## src/rtl/rsi_map.svh

```systemverilog
// register map, reset values and timing counts of the reset state initializer
`ifndef RSI_MAP_SVH
`define RSI_MAP_SVH
`define RSI_NPORT        8
`define RSI_PORT_BASE    0
`define RSI_DIR_BASE     8
`define RSI_PU_BASE      16
`define RSI_ISC          24
`define RSI_IMS          25
`define RSI_IXS          26
`define RSI_PCC          27
`define RSI_RCM          28
`define RSI_MCM          29
`define RSI_MOC          30
`define RSI_STABILIZATION_TIME_SELECT         31
`define RSI_STABILIZATION_COUNTER_STATUS         32
`define RSI_PSW          33
`define RSI_WT_CNT_BASE  34
`define RSI_WT_CR_BASE   38
`define RSI_WT_CTL_BASE  46
`define RSI_NT_BASE      54
`define RSI_IT_BASE      62
`define RSI_CARRIER      68
`define RSI_WATCH        69
`define RSI_CLKOUT       70
`define RSI_WDT_MODE     71
`define RSI_WDT_EN       72
`define RSI_NREG         73
`define RSI_IDX_W        7
`define RSI_HELD_LATCH   2
`define RSI_IND_PORT     7
`define RSI_IND_BIT      0
`define RSI_RV_ZERO      8'h00
`define RSI_RV_DIR       8'hff
`define RSI_RV_IMS       8'hcf
`define RSI_RV_IXS       8'h0c
`define RSI_RV_PSW       8'h02
`define RSI_RV_STABILIZATION_TIME_SELECT      8'h05
`define RSI_RV_WDT_MODE  8'h67
`define RSI_RV_WDT_EN    8'h9a
`define RSI_VECTOR_ADDR  16'h0000
`define RSI_GPR_DEPTH    32
`define RSI_GPR_AW       5
`define RSI_CLK_HZ       10000000
`define RSI_FR_HZ        10000000
`define RSI_FR_PERIODS   17
`define RSI_STALL_CYCLES ((`RSI_FR_PERIODS * `RSI_CLK_HZ + `RSI_FR_HZ - 1) / `RSI_FR_HZ)
`define RSI_STALL_W      8
`endif

```

## src/rtl/rsi_pkg.sv

```systemverilog
// types and reset value functions of the reset state initializer
`default_nettype none
`include "rsi_map.svh"
package rsi_pkg;
  typedef enum logic [1:0] {RSI_RUN, RSI_HELD, RSI_STALL, RSI_VECTOR} rsi_phase_t;
  typedef struct packed {
    logic                  we;
    logic [`RSI_IDX_W-1:0] idx;
    logic [7:0]            wdata;
  } rsi_cfg_req_t;
  typedef struct packed {
    logic                   we;
    logic [`RSI_GPR_AW-1:0] addr;
    logic [7:0]             wdata;
  } rsi_gpr_req_t;
  typedef struct packed {
    rsi_phase_t                phase;
    logic [`RSI_NREG*8-1:0]    regs;
    logic [7:0]                rdata;
    logic                      cpu_reset;
    logic                      pc_valid;
    logic                      pc_load;
    logic [15:0]               vector_addr;
    logic                      wdt_restart;
    logic                      standby_seen;
    logic                      stall_start;
    logic [`RSI_NPORT*8-1:0]   port_out;
    logic [`RSI_NPORT*8-1:0]   port_oe;
  } rsi_state_t;
  typedef struct packed {
    logic [`RSI_STALL_W-1:0] count;
    logic                    busy;
    logic                    done;
  } rsi_timer_state_t;
  typedef struct packed {
    logic [`RSI_GPR_DEPTH-1:0][7:0] cells;
    logic [7:0]                     rdata;
  } rsi_mem_state_t;

  function automatic logic [7:0] rsi_reset_value(input int i);
    logic [7:0] rv;
    rv = `RSI_RV_ZERO;
    if (i >= `RSI_DIR_BASE && i < `RSI_DIR_BASE + `RSI_NPORT)
    begin
      rv = `RSI_RV_DIR;
    end
    else
    begin
      case (i)
        `RSI_IMS:      rv = `RSI_RV_IMS;
        `RSI_IXS:      rv = `RSI_RV_IXS;
        `RSI_PSW:      rv = `RSI_RV_PSW;
        `RSI_STABILIZATION_TIME_SELECT:     rv = `RSI_RV_STABILIZATION_TIME_SELECT;
        `RSI_WDT_MODE: rv = `RSI_RV_WDT_MODE;
        `RSI_WDT_EN:   rv = `RSI_RV_WDT_EN;
        default:       rv = `RSI_RV_ZERO;
      endcase
    end
    return rv;
  endfunction

  function automatic logic [`RSI_NREG*8-1:0] rsi_reset_image();
    logic [`RSI_NREG*8-1:0] img;
    img = '0;
    for (int i = 0; i < `RSI_NREG; i++)
    begin
      img[i*8 +: 8] = rsi_reset_value(i);
    end
    return img;
  endfunction
endpackage
`default_nettype wire

```

## src/rtl/rsi_reset_init.sv

```systemverilog
// reset state initializer: reset sequencing, reset-value register image and pin control
`default_nettype none
`include "rsi_map.svh"
// Contract
// - any reset drives indicator port bit low
// - watchdog reset also resets the watchdog
// - program counter undefined during reset and stall
// - standby reset keeps RAM and registers
// - port latches cleared, port 2 latch kept
// - port direction registers load all ones
// - pull-up option registers cleared
// - memory size switch loads CFH
// - expansion RAM size switch loads 0CH
// - clock control and stabilization status cleared
// - wide timer counters and compares cleared
// - wide timer control registers cleared
// - narrow timer registers cleared
// - interval timer and carrier registers cleared
// - watch timer mode cleared, timer stopped
// - clock output select register cleared
// - execution restarts from vector at 0000H
// - cpu clock stalls 17 oscillator periods
// - pins high impedance except indicator low
module rsi_reset_init
  import rsi_pkg::*;
(
  input  wire logic                         SYS_CLK,
  input  wire logic                         RST,
  input  wire logic                         EXT_RESET_N,
  input  wire logic                         WDT_OVERFLOW,
  input  wire logic                         CLK_MON_STOP,
  input  wire logic                         POC_DETECT,
  input  wire logic                         LVI_DETECT,
  input  wire logic                         STANDBY,
  input  wire rsi_cfg_req_t                 CFG,
  input  wire rsi_gpr_req_t                 GPR,
  output logic                              CPU_RESET,
  output logic                              PC_VALID,
  output logic                              PC_LOAD,
  output logic [15:0]                       PC_VECTOR,
  output logic                              WDT_RESTART,
  output logic                              MEM_RETAINED,
  output logic [7:0]                        CFG_RDATA,
  output logic [7:0]                        GPR_RDATA,
  output logic [`RSI_NREG*8-1:0]            REG_IMAGE,
  output logic [`RSI_NPORT*8-1:0]           PORT_OUT,
  output logic [`RSI_NPORT*8-1:0]           PORT_OE
);
  localparam int IND_POS = `RSI_IND_PORT * 8 + `RSI_IND_BIT;

  rsi_state_t                state;
  rsi_state_t                next_state;
  logic                      any_src;
  logic                      load_reset;
  logic                      cfg_open;
  logic                      gpr_we;
  logic                      stall_busy;
  logic                      stall_done;
  logic                      in_reset_next;
  logic [`RSI_NREG*8-1:0]    next_regs;
  logic [`RSI_NPORT*8-1:0]   latch_out;
  logic [`RSI_NPORT*8-1:0]   latch_oe;

  // internal sources are pulses, the external pin is a level; all merge here
  assign any_src = ~EXT_RESET_N | WDT_OVERFLOW | CLK_MON_STOP | POC_DETECT | LVI_DETECT;

  // reset values are forced for as long as a source stands, from its first cycle
  assign load_reset = any_src | RST;

  // software writes land only in normal execution
  assign cfg_open = (state.phase == RSI_RUN) & ~any_src;

  assign gpr_we = GPR.we & cfg_open;

  genvar gi;
  generate
    for (gi = 0; gi < `RSI_NREG; gi++)
    begin : g_reg
      localparam logic [7:0] RV   = rsi_reset_value(gi);
      localparam bit         KEEP = (gi == `RSI_PORT_BASE + `RSI_HELD_LATCH);
      logic [7:0] cur;
      logic       hit;
      assign cur = state.regs[gi*8 +: 8];
      assign hit = CFG.we & cfg_open & (int'(CFG.idx) == gi);
      // port 2 latch is left as it was; undefined after reset anyway
      assign next_regs[gi*8 +: 8] = load_reset ? (KEEP ? cur : RV)
                                  : (hit ? CFG.wdata : cur);
    end
  endgenerate

  generate
    for (gi = 0; gi < `RSI_NPORT; gi++)
    begin : g_port
      assign latch_out[gi*8 +: 8] = next_regs[(`RSI_PORT_BASE + gi)*8 +: 8];
      assign latch_oe[gi*8 +: 8]  = ~next_regs[(`RSI_DIR_BASE + gi)*8 +: 8];
    end
  endgenerate

  rsi_stall_timer u_stall
  (
    .clk   (SYS_CLK),
    .rst   (RST),
    .start (state.stall_start),
    .abort (state.phase == RSI_HELD),
    .busy  (stall_busy),
    .done  (stall_done)
  );

  rsi_gpr_mem u_gpr
  (
    .clk   (SYS_CLK),
    .rst   (RST),
    .we    (gpr_we),
    .addr  (GPR.addr),
    .wdata (GPR.wdata),
    .rdata (GPR_RDATA)
  );

  always_comb
  begin
    next_state             = state;
    next_state.pc_load     = 1'b0;
    next_state.stall_start = 1'b0;
    next_state.regs        = next_regs;
    case (state.phase)
      RSI_RUN:
      begin
        if (any_src)
        begin
          next_state.phase        = RSI_HELD;
          next_state.standby_seen = STANDBY;
        end
      end
      RSI_HELD:
      begin
        if (!any_src)
        begin
          next_state.phase       = RSI_STALL;
          next_state.stall_start = 1'b1;
        end
      end
      RSI_STALL:
      begin
        // a new source during the stall restarts the whole sequence
        if (any_src)
        begin
          next_state.phase        = RSI_HELD;
          next_state.standby_seen = STANDBY;
        end
        else if (stall_done && !state.stall_start)
          next_state.phase = RSI_VECTOR;
      end
      RSI_VECTOR:
      begin
        if (any_src)
        begin
          next_state.phase        = RSI_HELD;
          next_state.standby_seen = STANDBY;
        end
        else
        begin
          next_state.phase   = RSI_RUN;
          next_state.pc_load = 1'b1;
        end
      end
      default:
      begin
        next_state.phase = RSI_HELD;
      end
    endcase

    in_reset_next = (next_state.phase == RSI_HELD) || (next_state.phase == RSI_STALL);
    next_state.cpu_reset   = in_reset_next;
    next_state.pc_valid    = (next_state.phase == RSI_RUN);
    next_state.vector_addr = `RSI_VECTOR_ADDR;
    // every source restarts the watchdog, its own overflow included
    next_state.wdt_restart = (next_state.phase == RSI_HELD);

    // rsi keeps pins released until the stall ends, not only while a source stands
    if (in_reset_next)
    begin
      next_state.port_out = '0;
      next_state.port_oe  = '0;
    end
    else
    begin
      next_state.port_out = latch_out;
      next_state.port_oe  = latch_oe;
    end
    // the indicator bit is output only: low in reset, its latch otherwise
    next_state.port_out[IND_POS] = in_reset_next ? 1'b0 : latch_out[IND_POS];
    next_state.port_oe[IND_POS]  = 1'b1;

    next_state.rdata = `RSI_RV_ZERO;
    if (int'(CFG.idx) < `RSI_NREG)
      next_state.rdata = state.regs[int'(CFG.idx)*8 +: 8];
  end

  always_ff @(posedge SYS_CLK)
  begin
    if (RST)
    begin
      state              <= '0;
      state.phase        <= RSI_HELD;
      state.regs         <= rsi_reset_image();
      state.cpu_reset    <= 1'b1;
      state.wdt_restart  <= 1'b1;
      state.vector_addr  <= `RSI_VECTOR_ADDR;
      state.port_oe      <= '0;
      state.port_oe[IND_POS] <= 1'b1;
    end
    else
    begin
      state <= next_state;
    end
  end

  assign CPU_RESET    = state.cpu_reset;
  assign PC_VALID     = state.pc_valid;
  assign PC_LOAD      = state.pc_load;
  assign PC_VECTOR    = state.vector_addr;
  assign WDT_RESTART  = state.wdt_restart;
  assign MEM_RETAINED = state.standby_seen;
  assign CFG_RDATA    = state.rdata;
  assign REG_IMAGE    = state.regs;
  assign PORT_OUT     = state.port_out;
  assign PORT_OE      = state.port_oe;
endmodule
`default_nettype wire

```

## src/rtl/rsi_stall_timer.sv

```systemverilog
// counter for the cpu clock stall that follows reset release
`default_nettype none
`include "rsi_map.svh"
module rsi_stall_timer
  import rsi_pkg::*;
(
  input  wire logic clk,
  input  wire logic rst,
  input  wire logic start,
  input  wire logic abort,
  output logic      busy,
  output logic      done
);
  rsi_timer_state_t state;
  rsi_timer_state_t next_state;

  always_comb
  begin
    next_state      = state;
    next_state.done = 1'b0;
    if (abort)
    begin
      next_state.busy  = 1'b0;
      next_state.count = '0;
    end
    else if (start)
    begin
      next_state.busy  = 1'b1;
      next_state.count = `RSI_STALL_W'(`RSI_STALL_CYCLES - 1);
    end
    else if (state.busy)
    begin
      if (state.count == '0)
      begin
        next_state.busy = 1'b0;
        next_state.done = 1'b1;
      end
      else
      begin
        next_state.count = state.count - `RSI_STALL_W'(1);
      end
    end
  end

  always_ff @(posedge clk)
  begin
    if (rst)
      state <= '0;
    else
      state <= next_state;
  end

  assign busy = state.busy;
  assign done = state.done;
endmodule
`default_nettype wire

```

## src/rtl/rsi_gpr_mem.sv

```systemverilog
// general-purpose register memory, kept across any reset
`default_nettype none
`include "rsi_map.svh"
module rsi_gpr_mem
  import rsi_pkg::*;
(
  input  wire logic                   clk,
  input  wire logic                   rst,
  input  wire logic                   we,
  input  wire logic [`RSI_GPR_AW-1:0] addr,
  input  wire logic [7:0]             wdata,
  output logic [7:0]                  rdata
);
  rsi_mem_state_t state;
  rsi_mem_state_t next_state;

  always_comb
  begin
    next_state       = state;
    next_state.rdata = state.cells[addr];
    if (we)
      next_state.cells[addr] = wdata;
  end

  // cells are never cleared, so standby contents survive a reset
  always_ff @(posedge clk)
  begin
    if (rst)
      state.rdata <= '0;
    else
      state.rdata <= next_state.rdata;
    state.cells <= next_state.cells;
  end

  assign rdata = state.rdata;
endmodule
`default_nettype wire

```

## config.mk

```make
export PLATFORM = sky130hd
export DESIGN_NAME = rsi_reset_init
export DESIGN_NICKNAME = d
export VERILOG_FILES = /design/src/rtl/rsi_pkg.sv /design/src/rtl/rsi_reset_init.sv /design/src/rtl/rsi_stall_timer.sv /design/src/rtl/rsi_gpr_mem.sv
export VERILOG_INCLUDE_DIRS = /design/src /design/src/rtl
export SDC_FILE = /design/constraint.sdc
export NUM_CORES = 2
export LEC_CHECK = 0
export ABC_AREA = 1
export ABC_CLOCK_PERIOD_IN_PS = 6300
export BUFFER_PORTS_ARGS = -buffer_cell sky130_fd_sc_hd__buf_2
export CORE_AREA = 2 2 378 380
export CTS_CLUSTER_SIZE = 20
export DETAILED_ROUTE_END_ITERATION = 16
export DIE_AREA = 0 0 380 382
export SLEW_MARGIN = 20
export SYNTH_ARGS = -nofsm -noshare
export SYNTH_HDL_FRONTEND = slang
export SYNTH_SLANG_ARGS = --single-unit
```

## constraint.sdc

```tcl
create_clock -name SYS_CLK -period 6.3 [get_ports SYS_CLK]
set_input_delay 1.89 -clock SYS_CLK [delete_from_list [all_inputs] [get_ports SYS_CLK]]
set_output_delay 1.89 -clock SYS_CLK [all_outputs]
set_load 0.01 [all_outputs]
```

==> out/qor.yml <==
finish:
  seq_area_um2: 22600
  final-instance-count-excl-fill: 7585
  area_growth_syn_to_layout_pct: 8.08
  nFillCells: 14839
  final_util_pct: 35.5
  design_area_um2: 50000
  multi_input_area_um2: 16300
  fin_nets: 5640
  drive_above_1_share_pct: 20.7
timing:
  period_needed_ps: 4270
  drv_slew: 0
  fmax_mhz: 234
  rsz0062_at_grt: "false"
  relSlewSlack_pct: 27.2
  tightest_slew_ps: 1090
  hold_viol_final: 0
  setup_viol: 0
  setup_tns_ps: 0
  min_period_over_period_pct: 67.8
  skew_ps: 61.8
  setup_slack_ps: 2030
clocking:
  clock-sinks: 1001
  h-tree-depth: 3
  clkLatencyLatePin_ps: 770
  numCtsBuffers: 108
  cts-root-buf: "clkbuf_16"
  hold_buffers: 0
  path_clk_slew_ps: 60
  cts_buffer_depth: 3
  cts_tree: "done"
  cts.repair.resized: 0
  post-cts-setup-buffers: 0
global_route:
  grt_max_degree: 224
  grt.total_usage_pct: 25.9
  overflow: 0
  grt_pass1_vias: 36008
  grt_pass1_wl_um: 273000
  antenna_found_initial: 7
synthesis:
  synth-simple-area-share_pct: 20.9
  ys_seq_area_share_pct: 48.9
  synth-compound-area-share_pct: 13.8
  synth_top_flop_cell: "dfxtp_1"
  synth_commonest_cells: "nand2_1, buf_4, dfxtp_1, nor2_1, a21oi_1"
  yosysMostFrequentCell: "nand2_1"
  synthAdderAreaFrac_pct: 0.0812
  synthTopCellsByArea: "dfxtp_1, edfxtp_1, nand2_1"
  avgSynthCellArea_um2: 8.11
  synth_edf_count: 256
  muxShareOfSynthArea_pct: 0.173
  yosys_warnings: 0
  async_flop_share_pct: 0
  syn_inst: 5704
  synth.distinct_cells: 39
  synth-xor-area-share_pct: 0
  yosysTopAreaCellShare_pct: 32.3
  synth_top_family_by_area: "simple AND/OR/NAND/NOR gates"
  synth_area_um2: 46200
  synth_area_leader_cell: "dfxtp_1"
  synth_seq_cells: 1001
placement:
  placed_area_um2: 46400
  pre_cts_ws_ps: 1480
  port_buffers: 769
  dpl.hpwl_um: 142000
  place_congestion: 0.941
  post-place-cells: 7379
routing:
  viasPerCell: 5.21
  drc: 0
  wl_um: 198000
  avgRoutedWirePerCell_um: 26.0
  drt_iter0_drc: 4533
  first_pass_iters: 7
  antenna_left: 0
  dr_total_vias: 39525
critical_path:
  crit_buf_inv: 2
  crit_fanout: 8
  setup.worst_path.start_class: "input port"
  cp-end-kind: "flip-flop"
  cpMostUsedCell: "nor2_1"
  critPathArrivalTime_ps: 4840
  cp.required_ps: 6870
  worstSetupPathType: "input port to flip-flop"
  crit_chain: "buf_2 -> inv_1 -> nand2_1 -> nor2_1 -> nand2_2 -> nor2_4 -> nand2_4 -> nor2_1 -> nand2_1 -> nor2_1 -> a21oi_1"
  path_delay_family: "simple AND/OR/NAND/NOR gates"
  max_stage_delay_ps: 990
  worst_path_max_delay_cell: "nor2_1"
die:
  die_x_um: 380
  dieArea_um2: 145000
  start_util_pct: 32.8
  io_pins: 787
  fp-row-count: 138
  die_h_um: 382
  core_um2: 141000
run:
  max-cap-violations: 0
min_path:
  hold_path.class: "flip-flop to flip-flop"
pwr:
  p_leak_nw: 21.9
  vdd_ir_drop_max_uv: 239
  power_density_nw_per_um2: 274
outcome:
  status: "complete, no violations"
## cell families (layout without fill, tap and decap cells)
kind of cell / count (synthesis) / after routing
AOI/OAI and AO/OA: 1139 / 1139
adders and majority gates: 3 / 3
buffers and inverters: 1206 / 1174
DFF: 1001 / 1001
muxes: 8 / 8
other: 2 / 25
and+or+nand+nor: 2345 / 2345
## per-layer routing
layer / share of wire, % / global-route usage, %
met3: 9.9 / 6.97
met1: 40 / 32.9
met5: 0 / 0
met2: 44 / 40.2
met4: 5.8 / 13.3
## final timing paths
| kind | from | end | cells after the start | slack (ps) |
|---|---|---|---|---|
| max | WDT_OVERFLOW | REG_IMAGE[540]$_SDFFE_PP0P_ | 11 | 2030 |
| min | u_stall.state[9]$_SDFFE_PP0P_ | u_stall.state[9]$_SDFFE_PP0P_ | 2 | 460 |
| max reg2reg | state[743]$_SDFF_PP0_ | REG_IMAGE[540]$_SDFFE_PP0P_ | 8 | 3060 |
| min reg2reg | u_stall.state[9]$_SDFFE_PP0P_ | u_stall.state[9]$_SDFFE_PP0P_ | 2 | 460 |
## flip-flops by register name (all words and copies together) (netlist names), 3 cells and up
signal,count
PORT_OUT,64
u_stall.state,8
CFG_RDATA,8
state,3
u_gpr.state,256
PORT_OE,63
u_gpr.rdata,8
REG_IMAGE,584
## power by group
part	switching, W	total, W	internal [W]
logic	0.000502	0.000600	0.0000983
clock network	0.00286	0.00652	0.00366
registers	0.00000261	0.00659	0.00659
total	0.00337	0.0137	0.0103
## per-stage QoR
stage               hold WS (ps)  power [W]
floorplan                    438    0.00705
global placement             452    0.00731
detailed placement           456    0.00732
CTS                          468     0.0138
global route                 485     0.0140
finish                       462     0.0137
## placed cells by master, fill, tap and decap left out, types with 4 or more instances in the layout
| master | count |
|---|---|
| buf_2 | 766 |
| clkbuf_16 | 109 |
| inv_1 | 94 |
| mux2i_1 | 8 |
| o21ai_0 | 386 |
| o211ai_2 | 9 |
| nor3_1 | 64 |
| clkinv_2 | 24 |
| nor2_2 | 24 |
| nand2_4 | 7 |
| a211oi_1 | 67 |
| clkinv_1 | 8 |
| or2_2 | 34 |
| a21oi_1 | 400 |
| dfxtp_1 | 745 |
| nor2_1 | 440 |
| inv_2 | 17 |
| buf_12 | 8 |
| edfxtp_1 | 256 |
| conb_1 | 17 |
| bufinv_16 | 6 |
| clkinv_16 | 4 |
| a22oi_1 | 80 |
| nand4_1 | 17 |
| a31oi_1 | 64 |
| diode_2 | 8 |
| nand3_1 | 153 |
| o211ai_1 | 68 |
| buf_4 | 79 |
| nand2_2 | 5 |
| nand2_1 | 1547 |
| inv_6 | 5 |
| o21ai_1 | 63 |
| nand3_2 | 4 |
| clkbuf_8 | 18 |
| nor3_2 | 6 |
| clkbuf_1 | 24 |
| nor2_4 | 39 |
## final cells by class
type	instances	share of cell area, %
flip-flops and latches	1001	45.2
multi-input cells	3512	32.6
repair buffers	854	9.21
clock buffers	150	6.11
well taps	1890	4.73
clock inverters	48	1.10
inverters	122	0.966
diodes	8	0.0401
## worst register-to-register path: cells and delay by family (launching register included)
family,cells,cell delay (ps)
AO/OA/AOI/OAI,1,160
buffers and inverters,1,60
AND/OR/NAND/NOR,6,2520
flip-flops,1,330
Power figures use the tool's default switching activity.
